$ cat src/tli_defines.vh
`ifndef TLI_DEFINES_VH
`define TLI_DEFINES_VH
// control register location and reset value
`define TLI_LINE_INTERFACE_CONTROL_ADDR      8'h7C
`define TLI_LINE_INTERFACE_CONTROL_RESET     8'h00
// control register field positions
`define TLI_BO_HI          7
`define TLI_BO_LO          5
`define TLI_GAIN_BIT       4
`define TLI_PATH_BIT       3
`define TLI_DEPTH_BIT      2
`define TLI_BYPASS_BIT     1
`define TLI_PWRDN_BIT      0
// build-out codes from this one upward are long-haul attenuations
`define TLI_BO_LONG_HAUL   3'h5
// oversampling ratio and the trimmed divide ratios
`define TLI_OVERSAMPLE     5'h10
`define TLI_DIV_FAST       5'h0F
`define TLI_DIV_SLOW       5'h11
// phase loaded on a detected line pulse
`define TLI_PULSE_PHASE    4'h4
// bit periods without a pulse before carrier loss
`define TLI_LOSS_BITS      8'hC0
// attenuator buffer depths
`define TLI_DEPTH_SHALLOW  8'h20
`define TLI_DEPTH_DEEP     8'h80
// margin from either buffer end that trips the divide adjust
`define TLI_TRIP_MARGIN    8'h04
`endif

$ cat src/tli_jitter_fifo.v
`timescale 1ns/1ps
`default_nettype none
`include "tli_defines.vh"

module tli_jitter_fifo #(
  parameter DEPTH = 128,
  parameter AW    = 7
) (
  // clocking
  input  wire         clk,
  input  wire         sys_rst,
  input  wire         ce,
  // control
  input  wire         shallow,
  input  wire         flush,
  // fill side
  input  wire         inValid,
  input  wire         inData,
  output wire         inReady,
  // drain side
  output wire         outValid,
  output wire         outData,
  input  wire         outReady,
  // fill level
  output reg  [7:0]   level
);

  reg  [DEPTH-1:0] mem;
  reg  [AW-1:0]    wrPtr;
  reg  [AW-1:0]    rdPtr;
  wire [7:0]       limit;
  wire             doWrite;
  wire             doRead;

  // depth selects how much of the array is in use
  assign limit    = shallow ? `TLI_DEPTH_SHALLOW : `TLI_DEPTH_DEEP;
  assign inReady  = (level < limit) && !flush;
  assign outValid = (level != 8'h00) && !flush;
  assign outData  = mem[rdPtr];
  assign doWrite  = ce && inValid && inReady;
  assign doRead   = ce && outValid && outReady;

  always @(posedge clk or posedge sys_rst)
  begin
    if (sys_rst)
    begin
      mem   <= {DEPTH{1'b0}};
      wrPtr <= {AW{1'b0}};
      rdPtr <= {AW{1'b0}};
      level <= 8'h00;
    end
    else if (ce)
    begin
      if (flush)
      begin
        wrPtr <= {AW{1'b0}};
        rdPtr <= {AW{1'b0}};
        level <= 8'h00;
      end
      else
      begin
        if (doWrite)
        begin
          mem[wrPtr] <= inData;
          wrPtr      <= wrPtr + 1'b1;
        end
        if (doRead)
          rdPtr <= rdPtr + 1'b1;
        if (doWrite && !doRead)
          level <= level + 8'h01;
        else if (doRead && !doWrite)
          level <= level - 8'h01;
      end
    end
  end

endmodule // tli_jitter_fifo
`default_nettype wire

$ cat src/tli_line_interface.v
`timescale 1ns/1ps
`default_nettype none
`include "tli_defines.vh"

// Operation
// - one eight-bit control register configures receiver, transmitter and attenuator
// - three build-out bits pick transmit waveform; codes 5 to 7 are long-haul
// - depth bit clear gives 128-bit buffer, set gives 32-bit buffer
// - power-down bit set tri-states both transmit line outputs
// - sixteen-times oversampler recovers receive clock and data
// - with carrier present and the attenuator off the receive path, recovered clock output follows the line clock
// - no line pulses raises carrier loss; recovered clock then follows master clock
// - attenuator in receive path gives smoothed near half-duty recovered clock
// - near buffer limits divide by 15 or 17 and raise limit-trip flag, except near empty under carrier loss when the attenuator is not in the transmit path
module tli_line_interface #(
  parameter DEPTH = 128,
  parameter AW    = 7
) (
  // clocking; ce is the sixteen-times oversampling tick
  input  wire         clk,
  input  wire         sys_rst,
  input  wire         ce,
  // master clock pin
  input  wire         mclk,
  // parallel control port
  input  wire [7:0]   regAddr,
  input  wire         regWrite,
  input  wire         regRead,
  input  wire [7:0]   regWrData,
  output reg  [7:0]   regRdData,
  // receive line pins
  input  wire         receive_line_pos,
  input  wire         receive_line_neg,
  // transmit line pins
  output reg          transmit_line_pos,
  output reg          transmit_line_neg,
  output wire         transmit_line_oe,
  // transmit waveform and receive gain controls
  output wire [2:0]   build_out_sel,
  output wire         build_out_long_haul,
  output wire         receive_gain_limit,
  // receive data to framer
  output wire         rxBit,
  output wire         rxValid,
  input  wire         rxReady,
  // transmit data from framer
  input  wire         txBit,
  input  wire         txValid,
  output wire         txReady,
  // status
  output wire         recovered_clock_out,
  output reg          carrier_loss_condition,
  output reg          attenuator_limit_trip
);

  reg  [7:0]  line_interface_control;
  reg  [1:0]  posSync, negSync, mclkSync;
  reg  [3:0]  phase, txCnt;
  reg  [7:0]  quietBits;
  reg  [4:0]  smoothCnt, smoothDiv;
  reg  [1:0]  bufCount;
  reg         pulseSeen, pulseLast, amiPolarity, bufBit0, bufBit1;
  wire        attenuator_path_select, attenuator_depth_select;
  wire        attenuator_bypass, transmitter_power_down;
  wire        jaRx, jaTx, linePulse, pulseRise, bitStrobe, smoothTick, txTick;
  wire        fifoInValid, fifoInData, fifoInReady, fifoOutValid, fifoOutData, fifoOutReady;
  wire [7:0]  fifoLevel, fifoLimit;
  wire        bufInValid, bufInData, bufInReady, txSendValid, txSendBit;

  // single control register feeds every section
  assign build_out_sel           = line_interface_control[`TLI_BO_HI:`TLI_BO_LO];
  assign receive_gain_limit      = line_interface_control[`TLI_GAIN_BIT];
  assign attenuator_path_select  = line_interface_control[`TLI_PATH_BIT];
  assign attenuator_depth_select = line_interface_control[`TLI_DEPTH_BIT];
  assign attenuator_bypass       = line_interface_control[`TLI_BYPASS_BIT];
  assign transmitter_power_down  = line_interface_control[`TLI_PWRDN_BIT];

  assign build_out_long_haul = (build_out_sel >= `TLI_BO_LONG_HAUL);

  assign jaRx = !attenuator_bypass && !attenuator_path_select;
  assign jaTx = !attenuator_bypass && attenuator_path_select;

  // register write and read-back, live immediately
  always @(posedge clk or posedge sys_rst)
  begin
    if (sys_rst)
    begin
      line_interface_control <= `TLI_LINE_INTERFACE_CONTROL_RESET;
      regRdData              <= 8'h00;
    end
    else if (ce)
    begin
      if (regWrite && (regAddr == `TLI_LINE_INTERFACE_CONTROL_ADDR))
        line_interface_control <= regWrData;
      if (regRead)
        regRdData <= (regAddr == `TLI_LINE_INTERFACE_CONTROL_ADDR) ? line_interface_control : 8'h00;
    end
  end

  // line pins and master clock come from outside the clock domain
  always @(posedge clk or posedge sys_rst)
  begin
    if (sys_rst)
    begin
      posSync  <= 2'h0;
      negSync  <= 2'h0;
      mclkSync <= 2'h0;
    end
    else if (ce)
    begin
      posSync  <= {posSync[0], receive_line_pos};
      negSync  <= {negSync[0], receive_line_neg};
      mclkSync <= {mclkSync[0], mclk};
    end
  end

  // either rail marks a bipolar mark
  assign linePulse = posSync[1] | negSync[1];
  assign pulseRise = linePulse && !pulseLast;
  assign bitStrobe = ce && (phase == 4'hF);

  // oversampled phase tracker; realigning on pulses stretches or shortens low phases
  always @(posedge clk or posedge sys_rst)
  begin
    if (sys_rst)
    begin
      pulseLast              <= 1'b0;
      phase                  <= 4'h0;
      pulseSeen              <= 1'b0;
      quietBits              <= 8'h00;
      carrier_loss_condition <= 1'b1;
    end
    else if (ce)
    begin
      pulseLast <= linePulse;
      if (pulseRise)
        phase <= `TLI_PULSE_PHASE;
      else
        phase <= phase + 4'h1;
      // a pulse in the same cycle as the bit strobe belongs to the next bit
      if (phase == 4'hF)
        pulseSeen <= pulseRise;
      else if (pulseRise)
        pulseSeen <= 1'b1;
      // carrier loss after a run of empty bit periods
      if (pulseRise)
      begin
        quietBits              <= 8'h00;
        carrier_loss_condition <= 1'b0;
      end
      else if (phase == 4'hF)
      begin
        if (quietBits >= `TLI_LOSS_BITS - 8'h01)
          carrier_loss_condition <= 1'b1;
        else
          quietBits <= quietBits + 8'h01;
      end
    end
  end

  // trimmed divider keeps the attenuator buffer from overrunning
  assign fifoLimit  = attenuator_depth_select ? `TLI_DEPTH_SHALLOW : `TLI_DEPTH_DEEP;
  assign smoothTick = ce && (smoothCnt == smoothDiv - 5'h01);

  always @(posedge clk or posedge sys_rst)
  begin
    if (sys_rst)
    begin
      smoothCnt             <= 5'h00;
      smoothDiv             <= `TLI_OVERSAMPLE;
      attenuator_limit_trip <= 1'b0;
    end
    else if (ce)
    begin
      if (smoothCnt == smoothDiv - 5'h01)
      begin
        smoothCnt <= 5'h00;
        if (fifoLevel + `TLI_TRIP_MARGIN >= fifoLimit)
        begin
          smoothDiv             <= `TLI_DIV_FAST;
          attenuator_limit_trip <= 1'b1;
        end
        else if ((fifoLevel < `TLI_TRIP_MARGIN) && (jaTx || !carrier_loss_condition))
        begin
          smoothDiv             <= `TLI_DIV_SLOW;
          attenuator_limit_trip <= 1'b1;
        end
        else
        begin
          smoothDiv             <= `TLI_OVERSAMPLE;
          attenuator_limit_trip <= 1'b0;
        end
      end
      else
        smoothCnt <= smoothCnt + 5'h01;
    end
  end

  // path select picks receive or transmit feed; a disabled attenuator is held empty
  assign fifoInValid  = jaRx ? (phase == 4'hF) : (jaTx && txValid);
  assign fifoInData   = jaRx ? pulseSeen : txBit;
  assign fifoOutReady = smoothTick && (jaTx || bufInReady);

  tli_jitter_fifo #(.DEPTH (DEPTH), .AW (AW)) tli_jitter_fifo_inst (
    .clk      (clk),          .sys_rst  (sys_rst),
    .ce       (ce),           .shallow  (attenuator_depth_select),
    .flush    (!(jaRx || jaTx)),
    .inValid  (fifoInValid),  .inData   (fifoInData),  .inReady  (fifoInReady),
    .outValid (fifoOutValid), .outData  (fifoOutData), .outReady (fifoOutReady),
    .level    (fifoLevel)
  );

  // receive bits reach the framer through a two-entry buffer
  assign bufInValid = jaRx ? (smoothTick && fifoOutValid) : bitStrobe;
  assign bufInData  = jaRx ? fifoOutData : pulseSeen;
  assign bufInReady = (bufCount != 2'h2);
  assign rxValid    = (bufCount != 2'h0);
  assign rxBit      = bufBit0;

  always @(posedge clk or posedge sys_rst)
  begin
    if (sys_rst)
    begin
      bufCount <= 2'h0;
      bufBit0  <= 1'b0;
      bufBit1  <= 1'b0;
    end
    else if (ce)
    begin
      if (rxValid && rxReady)
      begin
        bufBit0 <= (bufCount == 2'h2) ? bufBit1 : bufInData;
        if (!(bufInValid && bufInReady))
          bufCount <= bufCount - 2'h1;
      end
      else if (bufInValid && bufInReady)
      begin
        if (bufCount == 2'h0)
          bufBit0 <= bufInData;
        else
          bufBit1 <= bufInData;
        bufCount <= bufCount + 2'h1;
      end
    end
  end

  assign recovered_clock_out = carrier_loss_condition ? mclkSync[1] :
                               (jaRx ? (smoothCnt < (smoothDiv >> 1)) : phase[3]);

  // transmit bit timing: smoothed clock behind the attenuator, else a fixed /16
  assign txTick      = ce && (txCnt == 4'hF);
  assign txReady     = jaTx ? fifoInReady : txTick;
  assign txSendValid = jaTx ? (smoothTick && fifoOutValid) : (txTick && txValid);
  assign txSendBit   = jaTx ? fifoOutData : txBit;

  assign transmit_line_oe = !transmitter_power_down;

  always @(posedge clk or posedge sys_rst)
  begin
    if (sys_rst)
    begin
      txCnt             <= 4'h0;
      amiPolarity       <= 1'b0;
      transmit_line_pos <= 1'b0;
      transmit_line_neg <= 1'b0;
    end
    else if (ce)
    begin
      txCnt <= txCnt + 4'h1;
      // a mark alternates rails; the rails hold their level until the next bit is sent or power-down clears them
      if (txSendValid)
      begin
        transmit_line_pos <= txSendBit && !amiPolarity && !transmitter_power_down;
        transmit_line_neg <= txSendBit && amiPolarity && !transmitter_power_down;
        if (txSendBit)
          amiPolarity <= !amiPolarity;
      end
      else if (transmitter_power_down)
      begin
        transmit_line_pos <= 1'b0;
        transmit_line_neg <= 1'b0;
      end
    end
  end

endmodule // tli_line_interface
`default_nettype wire

$ cat config.mk
export PLATFORM = sky130hd
export DESIGN_NAME = tli_line_interface
export DESIGN_NICKNAME = d
export VERILOG_FILES = /design/src/tli_jitter_fifo.v /design/src/tli_line_interface.v
export VERILOG_INCLUDE_DIRS = /design/src /design/src/src
export SDC_FILE = /design/constraint.sdc
export NUM_CORES = 1
export LEC_CHECK = 0
export BUFFER_PORTS_ARGS = -buffer_cell sky130_fd_sc_hd__buf_2
export CAP_MARGIN = 10
export CORE_MARGIN = 5
export CORE_UTILIZATION = 53
export CTS_CLUSTER_SIZE = 14
export DETAILED_ROUTE_END_ITERATION = 8
export PLACE_DENSITY = 0.7
export SYNTH_ARGS = -nofsm -noshare
export SYNTH_HDL_FRONTEND = slang
export SYNTH_HIERARCHICAL = 1
export SYNTH_SLANG_ARGS = --single-unit
export TNS_END_PERCENT = 50
$ cat constraint.sdc
create_clock -name clk -period 10 [get_ports clk]
set_clock_uncertainty 0.15 [all_clocks]
set_input_delay 0.5 -clock clk [delete_from_list [all_inputs] [get_ports clk]]
set_output_delay 0.5 -clock clk [all_outputs]
set_load 0.02 [all_outputs]
==> run metrics <==
P&R area growth vs syn=9.423%; clock group share of total power=37.9%; run status=finished, final reports clean; Resize count post-CTS=0; Switching Share=29.76%; Die Wd=154.6 um; Int Power=0.001550 W; most frequent cells in the layout=203 x dfrtp_1, 167 x nand2_1, 118 x mux2_2; WL/cell=18.68 um; Final period util=45.68%; Total Routing Usage GR=20.22%; Final Slew Violations=0; Worst-Skew Late Latency=510 ps; Die Footprint=23890 um^2; P_leak=5.624 nW; syn_nets=1016; register area share after synthesis=46.57%; Root Driver=clkbuf_16; FF-to-FF Start=smoothDiv[3]$_DFFE_PP0P_; DRC=0; post-synth cell types=80; nets=1040; Port-buffer cells=48; endpoints failing setup=0; GRT Residual Overflow=0; Initial DRT Pass Iterations=5; Clock Sinks=206; crit-path max FO=10; Final ANT Viol Nets=0; Crit. End Element=flop; I/O pin cnt=49; GPL Wtd Cong=0.8170; hold_sp=receive_line_neg; Core Rows=52; cts hold-fix bufs=1; largest net degree at the start of global routing=128; Tot Pwr=0.002206 W; setup_tns=0 ps; vias in the first global route=7468; CP startpoint=smoothDiv[3]$_DFFE_PP0P_; drt via density=5.824; crit path capture=tli_jitter_fifo_inst/level[7]$_DFFE_PP0P_; core area=20430 um^2; Async SR Flop Fraction=100.0%; initial antenna violation count=0; Hold Vio Cnt, Final=0; Routed WL=23860 um; R2R Setup Slk=5430 ps; Comb power frac=17.6%; Antenna Cells=0; Fmax=218.9 MHz; Max-cap violations=0; Netlist Area Pre-Place=11070 um^2; Ys Warns=6; Slew @ Worst Pin=1208 ps; R2R depth=18; RSZ-0062 raised after global routing=false; H-tree depth=1; WP data arrival=4840 ps; Top FF cell, synth=dfrtp_1; Initial Util=54.21%; CTS tree=done; Syn Area/Cell=11.45 um^2; Vias=7437; Hold Crit Class=input pin to flop; fin crit period=4568 ps; Synth Register Bits=206; pwr/cell area=182.1 nW/um^2; kind of critical path=flop to flop; synthesized instance count=967; 1st-iter DRT viols=473; first-pass GRT wire length=39910 um; commonest non-fill, non-tap cell in the layout=dfrtp_1; Worst Setup Start Kind=flop; die height=154.6 um; worst path required time=10270 ps; reg2reg end=tli_jitter_fifo_inst/level[7]$_DFFE_PP0P_; maximum vdd drop=0.0001552 V; HPWL Detailed=14460 um; Psw=0.0006566 W; max_slew headroom=19.36%; part of the power in registers=44.6%; EDFF count, synth=0; Reg clk slew, reported paths=60 ps; layout cells sized above 1=29.10%; Max Buffers Root-to-Sink=3; setup bufs post-CTS=0; Num CTS Buffers=23
cell type report:
cell class	count	area [um^2]
Sequential cell	206	5159
Clock inverter	11	121.4
Multi-Input combinational cell	680	5473
Timing Repair Buffer	58	317.8
Inverter	22	87.58
Fill cell	1686	8312
Clock buffer	30	621.8
Tap cell	270	337.8
cells by family after synthesis:
| group | count (synthesis) | share of synthesized area, % |
|---|---|---|
| AOI/OAI and AO/OA | 115 | 7.276 |
| xor gates and xnor gates | 24 | 2.034 |
| adders and majority gates | 22 | 2.553 |
| buffers and inverters | 81 | 4.045 |
| DFF | 206 | 46.57 |
| muxes | 190 | 23.12 |
| and+or+nand+nor | 329 | 14.41 |
per-stage QoR:
stage	setup slack (ps)	utilization, %	instance area, um^2	hold WS, ps	cells
after detailed placement	5491	55.63	11360	319.7	1235
after global routing	4935	59.32	12120	56.88	1277
final	5432	59.32	12120	74.36	1277
after CTS	5454	59.32	12120	58.91	1277
after floorplan	5314	-	11070	296.3	967
after global placement	5646	55.63	11360	315.1	1235
worst min-delay path by stage:
stage,to,slack [ps],depth (start not counted)
after CTS,negSync[0]$_DFFE_PP0P_,60,2
after detailed placement,transmit_line_neg$_DFFE_PP0P_,320,1
after floorplan,txCnt[3]$_DFFE_PP0P_,300,1
after global placement,txCnt[3]$_DFFE_PP0P_,320,1
after global routing,negSync[0]$_DFFE_PP0P_,60,2
final,negSync[0]$_DFFE_PP0P_,70,2
metal layers:
| layer | track usage (%) | vias to the layer above | wire length (um) |
|---|---|---|---|
| met5 | 0 | - | 0 |
| met2 | 32.13 | 179 | 11030 |
| met4 | 5.088 | 0 | 587 |
| met3 | 3.101 | 44 | 1300 |
| li1 | - | 3505 | - |
| met1 | 29.41 | 3709 | 10940 |
critical path, stage by stage (launching register included):
cell,delay (ps)
dfrtp_1,380
inv_1,140
ha_1,170
or3b_1,390
a2111oi_4,600
nand2_2,210
a21oi_1,210
nand2_1,80
a211oi_1,280
buf_4,210
nor2_1,80
inv_1,250
ha_1,280
a21o_1,170
a21oi_1,250
o211ai_1,180
nand2_1,110
a21oi_1,80
a32oi_1,250
sequential cells by signal, indices dropped and copies added, names as in the netlist, 2 cells and up:
signal,flops
quietBits,8
bufCount,2
smoothDiv,2
regRdData,8
line_interface_control,8
mclkSync,2
negSync,2
smoothCnt,5
tli_jitter_fifo_inst/mem,128
tli_jitter_fifo_inst/rdPtr,7
txCnt,4
phase,4
tli_jitter_fifo_inst/wrPtr,7
posSync,2
tli_jitter_fifo_inst/level,8
cells in the mapped netlist, types with 10 or more instances:
library cell  instances  area share [%]
nand3_1              31             1.4
o21ai_0              27             1.2
nor2_1               49             1.7
mux2_4               21             2.8
mux2_2              119              12
xnor2_1              12            0.95
xor2_1               11            0.87
mux4_2               31             6.3
ha_1                 21             2.4
nor3_1               11            0.50
mux2_1               13             1.3
nand2_1             167             5.7
dfrtp_1             204              46
clkbuf_1             25            0.85
a21oi_1              24             1.1
nand4_1              10            0.56
inv_1                22            0.75
power groups by stage:
stage	logic, W	clock network [W]	registers [W]
floorplan	0.000333	0	0.000965
global placement	0.000382	0	0.000996
detailed placement	0.000390	0	0.000996
CTS	0.000392	0.000856	0.000982
global route	0.000441	0.000892	0.000995
finish	0.000387	0.000836	0.000983
Note: power is estimated with default switching activity, not from simulation.
